<file path="config.mk">
export PLATFORM = sky130hd
export DESIGN_NAME = alu_core
export DESIGN_NICKNAME = d
export VERILOG_FILES = /design/src/rtl/alu_pkg.sv /design/src/rtl/alu_core.sv /design/src/rtl/alu_add8.sv
export VERILOG_INCLUDE_DIRS = /design/src /design/src/rtl
export SDC_FILE = /design/constraint.sdc
export NUM_CORES = 1
export LEC_CHECK = 0
export ABC_CLOCK_PERIOD_IN_PS = 3020
export BUFFER_PORTS_ARGS = -buffer_cell sky130_fd_sc_hd__buf_4
export CORE_AREA = 2 2 78 118
export CTS_BUF_LIST = sky130_fd_sc_hd__clkbuf_8
export CTS_CLUSTER_SIZE = 16
export DETAILED_ROUTE_END_ITERATION = 10
export DIE_AREA = 0 0 80 120
export GPL_TIMING_DRIVEN = 0
export HOLD_SLACK_MARGIN = 0.06
export PLACE_DENSITY_LB_ADDON = 0.1
export SYNTH_ARGS = -nofsm -noshare
export SYNTH_HDL_FRONTEND = slang
export SYNTH_SLANG_ARGS = --single-unit
export TNS_END_PERCENT = 30
</file>
<file path="constraint.sdc">
create_clock -name mclk -period 3.02 [get_ports mclk]
set_input_delay 0.453 -clock mclk [delete_from_list [all_inputs] [get_ports mclk]]
set_output_delay 0.453 -clock mclk [all_outputs]
set_load 0.03 [all_outputs]
</file>
<file path="src/rtl/alu_regs.svh">
// constants of the 8-bit arithmetic and logic datapath
// assumes the includer works on 8-bit bytes and an 8-bit status byte
//
// How it works
// RL1: add and add-with-carry, five flags, one clock
// RL2: word add constant to pair, two clocks
// RL3: subtract register or constant, one clock
// RL4: subtract with borrow, register or constant
// RL5: word subtract constant from pair, two clocks
// RL6: and with register or constant, Z N V
// RL7: or, or constant, exclusive-or; Z N V
// RL8: set bits by mask, Z N V only
// RL9: clear bits by inverted mask, Z N V
// RL10: invert, sign flip, increment, one clock each
`ifndef ALU_REGS_SVH
`define ALU_REGS_SVH

// status byte bit positions
`define ALU_FLAG_C      0
`define ALU_FLAG_Z      1
`define ALU_FLAG_N      2
`define ALU_FLAG_V      3
`define ALU_FLAG_S      4
`define ALU_FLAG_H      5
`define ALU_FLAG_T      6
`define ALU_FLAG_I      7

// byte values
`define ALU_BYTE_ZERO   8'h00
`define ALU_BYTE_ONE    8'h01
`define ALU_BYTE_ONES   8'hff
`define ALU_FLAGS_RESET 8'h00
`define ALU_SIGN_BIT    7
`define ALU_NIBBLE_TOP  3

`endif

</file>
<file path="src/rtl/alu_pkg.sv">
// types shared by the datapath modules
// assumes the decoder hands over one of these codes per operation
package alu_pkg;

    typedef enum logic [4:0] {
        op_add,
        op_add_carry,
        op_word_add_immediate,
        op_sub,
        op_subtract_constant,
        op_subtract_with_borrow,
        op_subtract_borrow_immediate,
        op_word_subtract_immediate,
        op_and,
        op_logical_and_immediate,
        op_or,
        op_or_immediate,
        op_exclusive_or,
        op_bitwise_invert,
        op_arithmetic_sign_flip,
        op_set_bits_mask,
        op_clear_bits_mask,
        op_increment
    } alu_op_e;

    typedef enum {
        st_idle,
        st_word_high
    } alu_state_e;

    typedef logic [7:0] alu_byte_t;

endpackage

</file>
<file path="src/rtl/alu_core.sv">
// arithmetic and logic datapath: byte ops in one clock, word ops in two
// assumes the decoder holds op_valid only while busy is low is honoured
`timescale 1ns/10ps
`default_nettype none
`include "alu_regs.svh"

module alu_core
(
    input  wire logic               mclk,
    input  wire logic               reset_n,
    input  wire logic               op_valid,
    input  wire alu_pkg::alu_op_e   op_code,
    input  wire alu_pkg::alu_byte_t dst_value,
    input  wire alu_pkg::alu_byte_t dst_high,
    input  wire alu_pkg::alu_byte_t source_register,
    input  wire alu_pkg::alu_byte_t flags_in,
    output alu_pkg::alu_byte_t      result_low,
    output alu_pkg::alu_byte_t      result_high,
    output logic                    result_valid,
    output logic                    result_is_word,
    output alu_pkg::alu_byte_t      flags_out,
    output logic                    busy
);

    // zero, negative and overflow after a logic op
    function automatic alu_pkg::alu_byte_t logic_flags
        (input alu_pkg::alu_byte_t base, input alu_pkg::alu_byte_t res);
        alu_pkg::alu_byte_t f;
        f = base;
        f[`ALU_FLAG_Z] = (res == `ALU_BYTE_ZERO);
        f[`ALU_FLAG_N] = res[`ALU_SIGN_BIT];
        f[`ALU_FLAG_V] = 1'b0;
        return f;
    endfunction
    // zero, carry, negative, overflow and half carry after arithmetic
    function automatic alu_pkg::alu_byte_t arith_flags
        (input alu_pkg::alu_byte_t base, input alu_pkg::alu_byte_t res,
         input logic c, input logic h, input logic v);
        alu_pkg::alu_byte_t f;
        f = base;
        f[`ALU_FLAG_Z] = (res == `ALU_BYTE_ZERO);
        f[`ALU_FLAG_N] = res[`ALU_SIGN_BIT];
        f[`ALU_FLAG_V] = v;
        f[`ALU_FLAG_C] = c;
        f[`ALU_FLAG_H] = h;
        return f;
    endfunction
    logic               rst_meta;
    logic               rst_sync_n;
    alu_pkg::alu_state_e state;
    alu_pkg::alu_state_e next_state;
    alu_pkg::alu_byte_t  hold_high;
    alu_pkg::alu_byte_t  next_hold_high;
    alu_pkg::alu_byte_t  hold_flags;
    alu_pkg::alu_byte_t  next_hold_flags;
    logic                hold_carry;
    logic                next_hold_carry;
    logic                hold_sub;
    logic                next_hold_sub;
    alu_pkg::alu_byte_t  next_result_low;
    alu_pkg::alu_byte_t  next_result_high;
    logic                next_result_valid;
    logic                next_result_is_word;
    alu_pkg::alu_byte_t  next_flags_out;
    logic                next_busy;
    logic                add_sub;
    alu_pkg::alu_byte_t  add_a;
    alu_pkg::alu_byte_t  add_b;
    logic                add_cin;
    alu_pkg::alu_byte_t  add_sum;
    logic                add_cout;
    logic                add_half;
    logic                add_ovf;
    logic                carry_now;
    // reset release through two flops
    always_ff @(posedge mclk or negedge reset_n)
    begin
        if (!reset_n)
            {rst_sync_n, rst_meta} <= 2'b00;
        else
            {rst_sync_n, rst_meta} <= {rst_meta, 1'b1};
    end

    assign carry_now = flags_in[`ALU_FLAG_C];
    // adder operand selection
    always_comb
    begin
        add_sub = 1'b0;
        add_a   = dst_value;
        add_b   = source_register;
        add_cin = 1'b0;
        if (state == alu_pkg::st_word_high)
        begin
            // high byte only takes the low byte carry or borrow
            add_sub = hold_sub; // see RL2 // see RL5
            add_a   = hold_high;
            add_b   = `ALU_BYTE_ZERO;
            add_cin = hold_carry;
        end
        else
        begin
            case (op_code)
                alu_pkg::op_add_carry:
                    add_cin = carry_now; // see RL1
                alu_pkg::op_sub,
                alu_pkg::op_subtract_constant:
                    add_sub = 1'b1; // see RL3
                alu_pkg::op_subtract_with_borrow,
                alu_pkg::op_subtract_borrow_immediate:
                begin
                    add_sub = 1'b1; // see RL4
                    add_cin = carry_now;
                end
                alu_pkg::op_word_subtract_immediate:
                    add_sub = 1'b1; // see RL5
                alu_pkg::op_arithmetic_sign_flip:
                begin
                    add_sub = 1'b1; // see RL10
                    add_a   = `ALU_BYTE_ZERO;
                    add_b   = dst_value;
                end
                alu_pkg::op_increment:
                    add_b   = `ALU_BYTE_ONE; // see RL10
                default:
                    add_sub = 1'b0;
            endcase
        end
    end
    alu_add8 u_add
    (
        .subtract  (add_sub),
        .a         (add_a),
        .b         (add_b),
        .carry_in  (add_cin),
        .sum       (add_sum),
        .carry_out (add_cout),
        .half_out  (add_half),
        .overflow  (add_ovf)
    );
    // next state, results and flags
    always_comb
    begin
        alu_pkg::alu_byte_t f;
        alu_pkg::alu_byte_t r;
        f = flags_in;
        r = `ALU_BYTE_ZERO;
        next_state          = state;
        next_hold_high      = hold_high;
        next_hold_flags     = hold_flags;
        next_hold_carry     = hold_carry;
        next_hold_sub       = hold_sub;
        next_result_low     = result_low;
        next_result_high    = result_high;
        next_result_valid   = 1'b0;
        next_result_is_word = result_is_word;
        next_flags_out      = flags_out;
        next_busy           = 1'b0;
        case (state)
            alu_pkg::st_idle:
            begin
                if (op_valid)
                begin
                    next_result_valid   = 1'b1;
                    case (op_code)
                        alu_pkg::op_add,
                        alu_pkg::op_add_carry,
                        alu_pkg::op_sub,
                        alu_pkg::op_subtract_constant,
                        alu_pkg::op_arithmetic_sign_flip: // see RL10
                        begin
                            r = add_sum; // see RL1 // see RL3
                            f = arith_flags(flags_in, r, add_cout,
                                            add_half, add_ovf);
                        end
                        alu_pkg::op_subtract_with_borrow,
                        alu_pkg::op_subtract_borrow_immediate:
                        begin
                            r = add_sum; // see RL4
                            f = arith_flags(flags_in, r, add_cout,
                                            add_half, add_ovf);
                            // zero only stays set across a chain
                            f[`ALU_FLAG_Z] = f[`ALU_FLAG_Z]
                                           & flags_in[`ALU_FLAG_Z];
                        end
                        alu_pkg::op_word_add_immediate,
                        alu_pkg::op_word_subtract_immediate:
                        begin
                            // low byte now, high byte next clock
                            next_result_valid = 1'b0; // see RL2 // see RL5
                            next_result_low   = add_sum;
                            next_hold_high    = dst_high;
                            next_hold_flags   = flags_in;
                            next_hold_carry   = add_cout;
                            next_hold_sub     = add_sub;
                            next_busy         = 1'b1;
                            next_state        = alu_pkg::st_word_high;
                        end
                        alu_pkg::op_and,
                        alu_pkg::op_logical_and_immediate:
                        begin
                            r = dst_value & source_register; // see RL6
                            f = logic_flags(flags_in, r);
                        end
                        alu_pkg::op_or,
                        alu_pkg::op_or_immediate,
                        alu_pkg::op_set_bits_mask: // see RL8
                        begin
                            r = dst_value | source_register; // see RL7
                            f = logic_flags(flags_in, r);
                        end
                        alu_pkg::op_exclusive_or:
                        begin
                            r = dst_value ^ source_register; // see RL7
                            f = logic_flags(flags_in, r);
                        end
                        alu_pkg::op_clear_bits_mask:
                        begin
                            r = dst_value
                              & (`ALU_BYTE_ONES ^ source_register); // see RL9
                            f = logic_flags(flags_in, r);
                        end
                        alu_pkg::op_bitwise_invert:
                        begin
                            r = `ALU_BYTE_ONES ^ dst_value; // see RL10
                            f = logic_flags(flags_in, r);
                            f[`ALU_FLAG_C] = 1'b1;
                        end
                        alu_pkg::op_increment:
                        begin
                            r = add_sum; // see RL10
                            f = logic_flags(flags_in, r);
                            f[`ALU_FLAG_V] = add_ovf;
                        end
                        default:
                            next_result_valid = 1'b0;
                    endcase
                    if (next_result_valid)
                    begin
                        next_result_low     = r;
                        next_flags_out      = f;
                        next_result_is_word = 1'b0;
                    end
                end
            end
            alu_pkg::st_word_high:
            begin
                f = hold_flags; // see RL2 // see RL5
                f[`ALU_FLAG_Z] = (add_sum == `ALU_BYTE_ZERO)
                               & (result_low == `ALU_BYTE_ZERO);
                f[`ALU_FLAG_N] = add_sum[`ALU_SIGN_BIT];
                f[`ALU_FLAG_V] = add_ovf;
                f[`ALU_FLAG_C] = add_cout;
                f[`ALU_FLAG_S] = add_sum[`ALU_SIGN_BIT] ^ add_ovf;
                next_flags_out      = f;
                next_result_high    = add_sum;
                next_result_valid   = 1'b1;
                next_result_is_word = 1'b1;
                next_state          = alu_pkg::st_idle;
            end
            default:
                next_state = alu_pkg::st_idle;
        endcase
    end

    always_ff @(posedge mclk or negedge rst_sync_n)
    begin
        if (!rst_sync_n)
        begin
            state          <= alu_pkg::st_idle;
            hold_high      <= `ALU_BYTE_ZERO;
            hold_flags     <= `ALU_FLAGS_RESET;
            hold_carry     <= 1'b0;
            hold_sub       <= 1'b0;
            result_low     <= `ALU_BYTE_ZERO;
            result_high    <= `ALU_BYTE_ZERO;
            result_valid   <= 1'b0;
            result_is_word <= 1'b0;
            flags_out      <= `ALU_FLAGS_RESET;
            busy           <= 1'b0;
        end
        else
        begin
            state          <= next_state;
            hold_high      <= next_hold_high;
            hold_flags     <= next_hold_flags;
            hold_carry     <= next_hold_carry;
            hold_sub       <= next_hold_sub;
            result_low     <= next_result_low;
            result_high    <= next_result_high;
            result_valid   <= next_result_valid;
            result_is_word <= next_result_is_word;
            flags_out      <= next_flags_out;
            busy           <= next_busy;
        end
    end

endmodule // alu_core
`default_nettype wire

</file>
<file path="src/rtl/alu_add8.sv">
// 8-bit adder/subtractor with carry, half carry and overflow
// assumes operands are stable within the cycle; purely combinational
`timescale 1ns/10ps
`default_nettype none
`include "alu_regs.svh"

module alu_add8
(
    input  wire logic            subtract,
    input  wire alu_pkg::alu_byte_t a,
    input  wire alu_pkg::alu_byte_t b,
    input  wire logic            carry_in,
    output alu_pkg::alu_byte_t   sum,
    output logic                 carry_out,
    output logic                 half_out,
    output logic                 overflow
);

    logic [8:0] full;
    logic [4:0] low;
    logic       a7;
    logic       b7;
    logic       r7;

    always_comb
    begin
        if (subtract)
        begin
            // carry_out is the borrow
            full = {1'b0, a} - {1'b0, b} - {8'h00, carry_in};
            low  = {1'b0, a[3:0]} - {1'b0, b[3:0]} - {4'h0, carry_in};
        end
        else
        begin
            full = {1'b0, a} + {1'b0, b} + {8'h00, carry_in};
            low  = {1'b0, a[3:0]} + {1'b0, b[3:0]} + {4'h0, carry_in};
        end
        sum       = full[7:0];
        carry_out = full[8];
        half_out  = low[4];
        a7        = a[`ALU_SIGN_BIT];
        b7        = b[`ALU_SIGN_BIT];
        r7        = full[`ALU_SIGN_BIT];
        if (subtract)
            overflow = (a7 & ~b7 & ~r7) | (~a7 & b7 & r7);
        else
            overflow = (a7 & b7 & ~r7) | (~a7 & ~b7 & r7);
    end

endmodule // alu_add8
`default_nettype wire

</file>
# After elaboration in Yosys (flattened, before gate mapping)
# Cells that the tools add are included.
[totals]
reg_bits = 79
wordCells = 121
[op_classes]
add_sub_neg = 8
n_mux = 32
eq_ne = 22
reduce_logical = 24
bitwise_logic = 22
[op_table]
columns = ["op", "n"]
rows = [
  ["32-bit two-way mux", 3],
  ["8-bit logical NOT", 7],
  ["8-bit two-way mux", 7],
  ["6-bit case mux with 8 select lines", 1],
  ["8-bit case mux with 6 select lines", 1],
  ["5-bit by 4-bit equality test with 1-bit output (second input constant)", 8],
  ["32-bit by 1-bit equality test with 1-bit output (second input constant)", 1],
  ["32-bit by 2-bit equality test with 1-bit output (second input constant)", 1],
  ["32-bit logical NOT", 1],
  ["8-bit case mux with 2 select lines", 2],
  ["5-bit by 3-bit equality test with 1-bit output (second input constant)", 4],
  ["8-bit bitwise AND", 2],
  ["8-bit inverter", 2],
  ["16-bit OR reduction", 1],
  ["1-bit two-way mux", 14],
  ["1-bit bitwise AND", 10],
  ["5-bit by 2-bit equality test with 1-bit output (second input constant)", 2],
  ["5-bit equality test (second input constant)", 2],
  ["8-bit by 8-bit adder with 9-bit output", 1],
  ["9-bit by 1-bit adder with 9-bit output", 1],
  ["9-bit two-way mux", 1],
  ["3-bit AND reduction", 3],
  ["8-bit by 8-bit subtractor with 9-bit output", 1],
  ["9-bit by 1-bit subtractor with 9-bit output", 1],
  ["22 further kinds", 31],
]

# Logic depth before layout (Yosys ltp)
[logic_depth]
ltp_word = 14
ltp_mapped = 16
ltp_nobuf = 14

# By module
# From an unflattened synthesis, not the netlist that was laid out.
[hier_totals]
cells_unflattened = 435
area_unflattened_um2 = 4067.7
[by_module_without_submodules]
columns = ["module", "seq_area_each_um2", "cells_per_inst", "area_per_inst_um2", "n_inst"]
rows = [
  ["alu_core", 1076.0, 312, 3103.0, 1],
  ["alu_add8", 0.0, 123, 964.7, 1],
]

# Least setup slack after synthesis
# No wires, ideal clock.
[synth_path]
path_type = "input port to flip-flop"
startpoint = "in op_code[3]"
endpoint = "reg result_low[7]"
setup_time_ns = 0.096
slack_ns = -0.362
arrival_time_ns = 3.286
t_required_ns = 2.924
path_stages = 14
cell_sequence = "buf_2 > and4bb_4 > nand2_1 > clkbuf_1 > nand3_1 > a21oi_1 > ha_1 > ha_1 > a21oi_1 > nand2_1 > o41ai_4 > xnor2_2 > mux2i_1 > o31ai_1"
[synth_between]
elab_chain_len = 8
elab_cells_between_ends = 46
cone_classes = "add/sub: 4; eq/ne: 17; mux: 15; reduce/logical: 10"
[synth_rtl]
columns = ["item", "line_no", "rtl"]
rows = [
  ["from (decl)", "alu_core.sv:12", "input wire alu_pkg::alu_op_e op_code,"],
  ["5-bit equality test, or another cell as far along", "alu_core.sv:102, alu_core.sv:164", ""],
  ["8-bit case mux with 2 select lines, or another cell as far along", "alu_core.sv:102", "case (op_code)"],
  ["8-bit two-way mux or 1-bit two-way mux (tied branches)", "alu_core.sv:92, alu_core.sv:102", ""],
  ["8-bit by 8-bit adder with 9-bit output, or another cell as far along", "alu_add8.sv:35", "full = {1'b0, a} + {1'b0, b} + {8'h00, carry_in};"],
  ["9-bit by 1-bit adder with 9-bit output or 9-bit by 1-bit subtractor with 9-bit output (tied branches)", "alu_add8.sv:35, alu_add8.sv:30", ""],
  ["9-bit two-way mux", "alu_add8.sv:27", "if (subtract)"],
  ["8-bit case mux with 6 select lines or 8-bit two-way mux (tied branches)", "alu_core.sv:164", "case (op_code)"],
  ["8-bit two-way mux", "alu_core.sv:237", "if (next_result_valid)"],
  ["to (signal assigned)", "alu_core.sv:274", "result_low <= `ALU_BYTE_ZERO;"],
  ["to (signal assigned)", "alu_core.sv:288", "result_low <= next_result_low;"],
  ["to (decl)", "alu_core.sv:17", "output alu_pkg::alu_byte_t result_low,"],
]
# Parallel ways exist; a longest one is shown, timed or not. The select of a mux whose other input is x is not followed.
# A chain may end at the register's enable or synchronous reset.

# Worst setup path in the final report
[layout_path]
startpoint = "reg state[0]"
endpoint = "reg flags_out[2]"
[layout_between]
elab_chain_len = 9
elab_cells_between_ends = 20
cone_classes = "add/sub: 4; eq/ne: 4; mux: 9; reduce/logical: 3"
[layout_rtl]
columns = ["item", "line_no", "rtl"]
rows = [
  ["from (decl)", "alu_core.sv:50", "alu_pkg::alu_state_e state;"],
  ["from (signal assigned)", "alu_core.sv:269", "state <= alu_pkg::st_idle;"],
  ["from (signal assigned)", "alu_core.sv:283", "state <= next_state;"],
  ["32-bit by 2-bit equality test with 1-bit output", "alu_core.sv:92", "if (state == alu_pkg::st_word_high)"],
  ["8-bit two-way mux", "alu_core.sv:92", ""],
  ["8-bit by 8-bit adder with 9-bit output or 8-bit by 8-bit subtractor with 9-bit output (tied branches)", "alu_add8.sv:35, alu_add8.sv:30", ""],
  ["9-bit by 1-bit adder with 9-bit output or 9-bit by 1-bit subtractor with 9-bit output (tied branches)", "alu_add8.sv:35, alu_add8.sv:30", ""],
  ["9-bit two-way mux", "alu_add8.sv:27", ""],
  ["6-bit case mux with 8 select lines", "alu_core.sv:164", ""],
  ["8-bit two-way mux", "alu_core.sv:237", ""],
  ["8-bit two-way mux", "alu_core.sv:161", "if (op_valid)"],
  ["8-bit case mux with 2 select lines", "alu_core.sv:158", "case (state)"],
  ["to (signal assigned)", "alu_core.sv:278", "flags_out <= `ALU_FLAGS_RESET;"],
  ["to (signal assigned)", "alu_core.sv:292", "flags_out <= next_flags_out;"],
  ["to (decl)", "alu_core.sv:21", "output alu_pkg::alu_byte_t flags_out,"],
]
# Parallel ways exist; a longest one is shown, timed or not. The select of a mux whose other input is x is not followed.

==> impl_results.rst <==
.. list-table::
   :header-rows: 1

   * - Metric
     - Value
   * - Run status
     - finished with violations
   * - Failing checks
     - setup timing
   * - Number of warning messages in the yosys log
     - 0
   * - Clock Skews
     - 17.3 ps
   * - Synthesized Nets
     - 596
   * - Met2 track demand over resource in global routing
     - 52.8%
   * - Fraction of the core area covered by cells at the end of the flow
     - 64.7%
   * - Routed length per placed instance
     - 19.1 um
   * - Number of endpoints with negative hold slack in the final report
     - 0
   * - Layer carrying the most global-route usage
     - met2
   * - Clock tree buffer depth
     - 2
   * - Leading cell type in the layout, fill and taps excluded
     - sky130_fd_sc_hd__buf_4
   * - Global-route usage over all layers
     - 29.4%
   * - Post-synth EDFFs
     - 0
   * - Remaining design rule violation count
     - 0
   * - Clk Latency, worst-skew pair
     - 330 ps
   * - Half-perimeter wire length after detailed placement
     - 10600 um
   * - Required time reported for the critical path endpoint
     - 3210 ps
   * - Final ANT Viol Nets
     - 0
   * - DRT Pass-1 Iters
     - 5
   * - Top library cells by usage in the layout, fill and taps aside
     - sky130_fd_sc_hd__buf_4, sky130_fd_sc_hd__nand2_1, sky130_fd_sc_hd__inv_1
   * - Clock tree from TritonCTS
     - done
   * - Number of library cell types mapped by synthesis
     - 77
   * - DR vias
     - 4209
   * - # rows
     - 42
   * - Share of final-layout standard cells stronger than drive strength 1
     - 32.0%
   * - Grt met1 use
     - 32.5%
   * - I/O Buffers
     - 62
   * - Gp weighted congestion
     - 0.912
   * - Clock root buffer
     - sky130_fd_sc_hd__clkbuf_8
   * - Crit path arrival time
     - 3400 ps
   * - DR iter-0 viols
     - 337
   * - Total CTS buffers
     - 5
   * - Met3 track utilization from global routing
     - 3.53%
   * - X dimension of the die
     - 80 um
   * - Setup repair after global routing missed its margin
     - true
   * - Number of nets in the layout
     - 688
   * - Worst max-slew margin expressed relative to the limit
     - 35.2%
   * - N_diodes
     - 0
   * - Core Footprint
     - 8620 um2
   * - Number of global-route vias before repair
     - 4241
   * - Share of synthesized registers carrying an async set or reset
     - 100%
   * - Clock sinks
     - 43
   * - Pin count of the biggest net entering global routing
     - 25
   * - Tmin final
     - 3200 ps
   * - Drt total wl
     - 13600 um
   * - Critical path type
     - flop to flop
   * - Mean instance size in the synthesized netlist
     - 8.28 um2
   * - Worst slew pin tran
     - 971 ps
   * - Vias per cell
     - 5.93
   * - Peak Freq
     - 312 MHz
   * - Sequential share of the synthesized area
     - 25.6%
   * - Post-synthesis instance total
     - 507
   * - Top-level I/O count
     - 67
   * - Maximum ir drop on the vdd rail
     - 0.000640 V
   * - Post-route setup slack
     - -183 ps
   * - Combined area of all synthesized cells
     - 4200 um2
   * - Worst slack, placed
     - -929 ps
   * - Vertical die dimension
     - 120 um
   * - H-tree Lvls
     - 2
   * - Maximum capacitance violations
     - 0
   * - Critical Path Start Type
     - flop
   * - Number of antenna violations at the first check in global routing
     - 0
   * - Final worst-path cycle share
     - 106%
   * - Total leakage power
     - 0.00260 uW
   * - Max Transition Viols Final
     - 0
   * - Setup Viol. Count Final
     - 13
   * - Crit Path Max Fanout
     - 10
   * - Path class of the lowest-slack min-delay path
     - flop to asynchronous set/reset pin
   * - Congestion Overflow GR
     - 0
   * - Element type at the critical path end
     - flop
   * - Clk pin slew, worst setup/hold paths
     - 100 ps
   * - Total power per unit cell area
     - 490 nW/um2
   * - Most used flip-flop cell after synthesis
     - sky130_fd_sc_hd__dfrtp_1
   * - Layout area overhead
     - 32.9%
   * - Flip-flop and latch count after synthesis
     - 43
   * - Layout filler cell count
     - 770
   * - Initial Util
     - 48.7%
   * - Global-route wire length before repair
     - 21600 um
   * - Die Area
     - 9600 um2
-- cell usage after synthesis (8+ instances only) --
library cell / n / share of area (%)
sky130_fd_sc_hd__a21oi_1: 26 / 3.1
sky130_fd_sc_hd__nor4_1: 8 / 1.2
sky130_fd_sc_hd__ha_1: 45 / 13
sky130_fd_sc_hd__inv_1: 47 / 4.2
sky130_fd_sc_hd__o211ai_1: 9 / 1.6
sky130_fd_sc_hd__dfrtp_1: 43 / 26
sky130_fd_sc_hd__nor2_1: 32 / 2.9
sky130_fd_sc_hd__a211oi_1: 8 / 1.4
sky130_fd_sc_hd__buf_2: 8 / 0.95
sky130_fd_sc_hd__clkbuf_1: 10 / 0.89
sky130_fd_sc_hd__mux2i_1: 12 / 2.9
sky130_fd_sc_hd__a21o_1: 8 / 1.4
sky130_fd_sc_hd__o21ai_0: 22 / 2.6
sky130_fd_sc_hd__nand2_1: 75 / 6.7
sky130_fd_sc_hd__nand3_1: 15 / 1.8
-- final cells by class --
class	instances	area [um2]	share of cell area (%)
Multi-Input combinational cell	394	3180	57.0
Sequential cell	43	1080	19.3
Timing Repair Buffer	85	673	12.1
Buffer	22	209	3.75
Inverter	48	180	3.23
Tap cell	110	138	2.47
Clock buffer	6	82.6	1.48
Clock inverter	2	38.8	0.696
-- logic make-up (layout without fill, tap and decap cells) --
kind of cell               count (synthesis)  in the layout  share of synthesized area (%)
AOI/OAI and AO/OA                        133            133                           23.6
muxes                                     15             15                           3.67
xor gates and xnor gates                  10             10                           2.44
DFF                                       43             43                           25.6
and+or+nand+nor                          185            185                           22.0
buffers and inverters                     70            163                           6.95
other                                      1              1                         0.0894
adders and majority gates                 50             50                           15.6
-- report_power, final --
| part | internal [uW] | leakage, uW | switching, uW | total, uW |
|---|---|---|---|---|
| Sequential | 718 | 0.000518 | 99.1 | 817 |
| Combinational | 609 | 0.00202 | 807 | 1420 |
| Clock | 272 | 0.0000618 | 228 | 500 |
| Total | 1600 | 0.00260 | 1130 | 2730 |
-- timing repair --
item | CTS | global route
endpoints found under the setup margin | 21 | 18
gates resized for setup | 45 | 25
pin swaps | 22 | 22
hold endpoints to repair | 2 | 0
hold buffers | 1 | 0
setup buffers | 20 | 1
-- critical path: stages, from the launching register on --
cell	delay, ps
sky130_fd_sc_hd__dfrtp_1	400
sky130_fd_sc_hd__buf_6	140
sky130_fd_sc_hd__clkbuf_4	210
sky130_fd_sc_hd__clkbuf_8	210
sky130_fd_sc_hd__a21oi_1	200
sky130_fd_sc_hd__ha_1	190
sky130_fd_sc_hd__inv_1	70
sky130_fd_sc_hd__ha_4	280
sky130_fd_sc_hd__o211ai_1	120
sky130_fd_sc_hd__nand2_2	110
sky130_fd_sc_hd__o41ai_4	490
sky130_fd_sc_hd__xnor2_2	130
sky130_fd_sc_hd__buf_4	170
sky130_fd_sc_hd__mux2i_4	220
sky130_fd_sc_hd__o22ai_1	120
-- state kept, by name, indices dropped and copies added (netlist names) --
name,cells
rst_sync_n,1
hold_carry,1
hold_flags,3
state,1
result_is_word,1
rst_meta,1
result_low,8
result_high,8
busy,1
hold_high,8
flags_out,8
result_valid,1
hold_sub,1
-- worst paths after layout --
path	slack [ps]	to	start	cells past startpoint
max	-180	flags_out[2]	state[0]	14
max in group asynchronous	2320	hold_high[5]	rst_sync_n	1
min reg2reg	200	result_low[3]	rst_sync_n	0
min	200	result_low[3]	rst_sync_n	0
max reg2reg	-180	flags_out[2]	state[0]	14
min in group mclk	310	hold_high[3]	dst_high[3]	3
-- routing by layer --
metal / up-vias / wire length (um)
met3: 50 / 565
li1: 1987 / -
met2: 161 / 7260
met5: - / 0
met4: 0 / 780
met1: 2011 / 4950
-- stage by stage --
step	area, um2	power [uW]	setup TNS (ps)	instances	hold WS [ps]
after floorplan	4330	1640	-905	507	157
after detailed placement	4950	2060	-15450	680	221
final	5580	2730	-1090	710	200
after global placement	4930	2040	-15060	679	235
after CTS	5460	2690	-1980	709	219
after global routing	5580	2880	-2600	710	250
(Power assumes the default switching activity.)
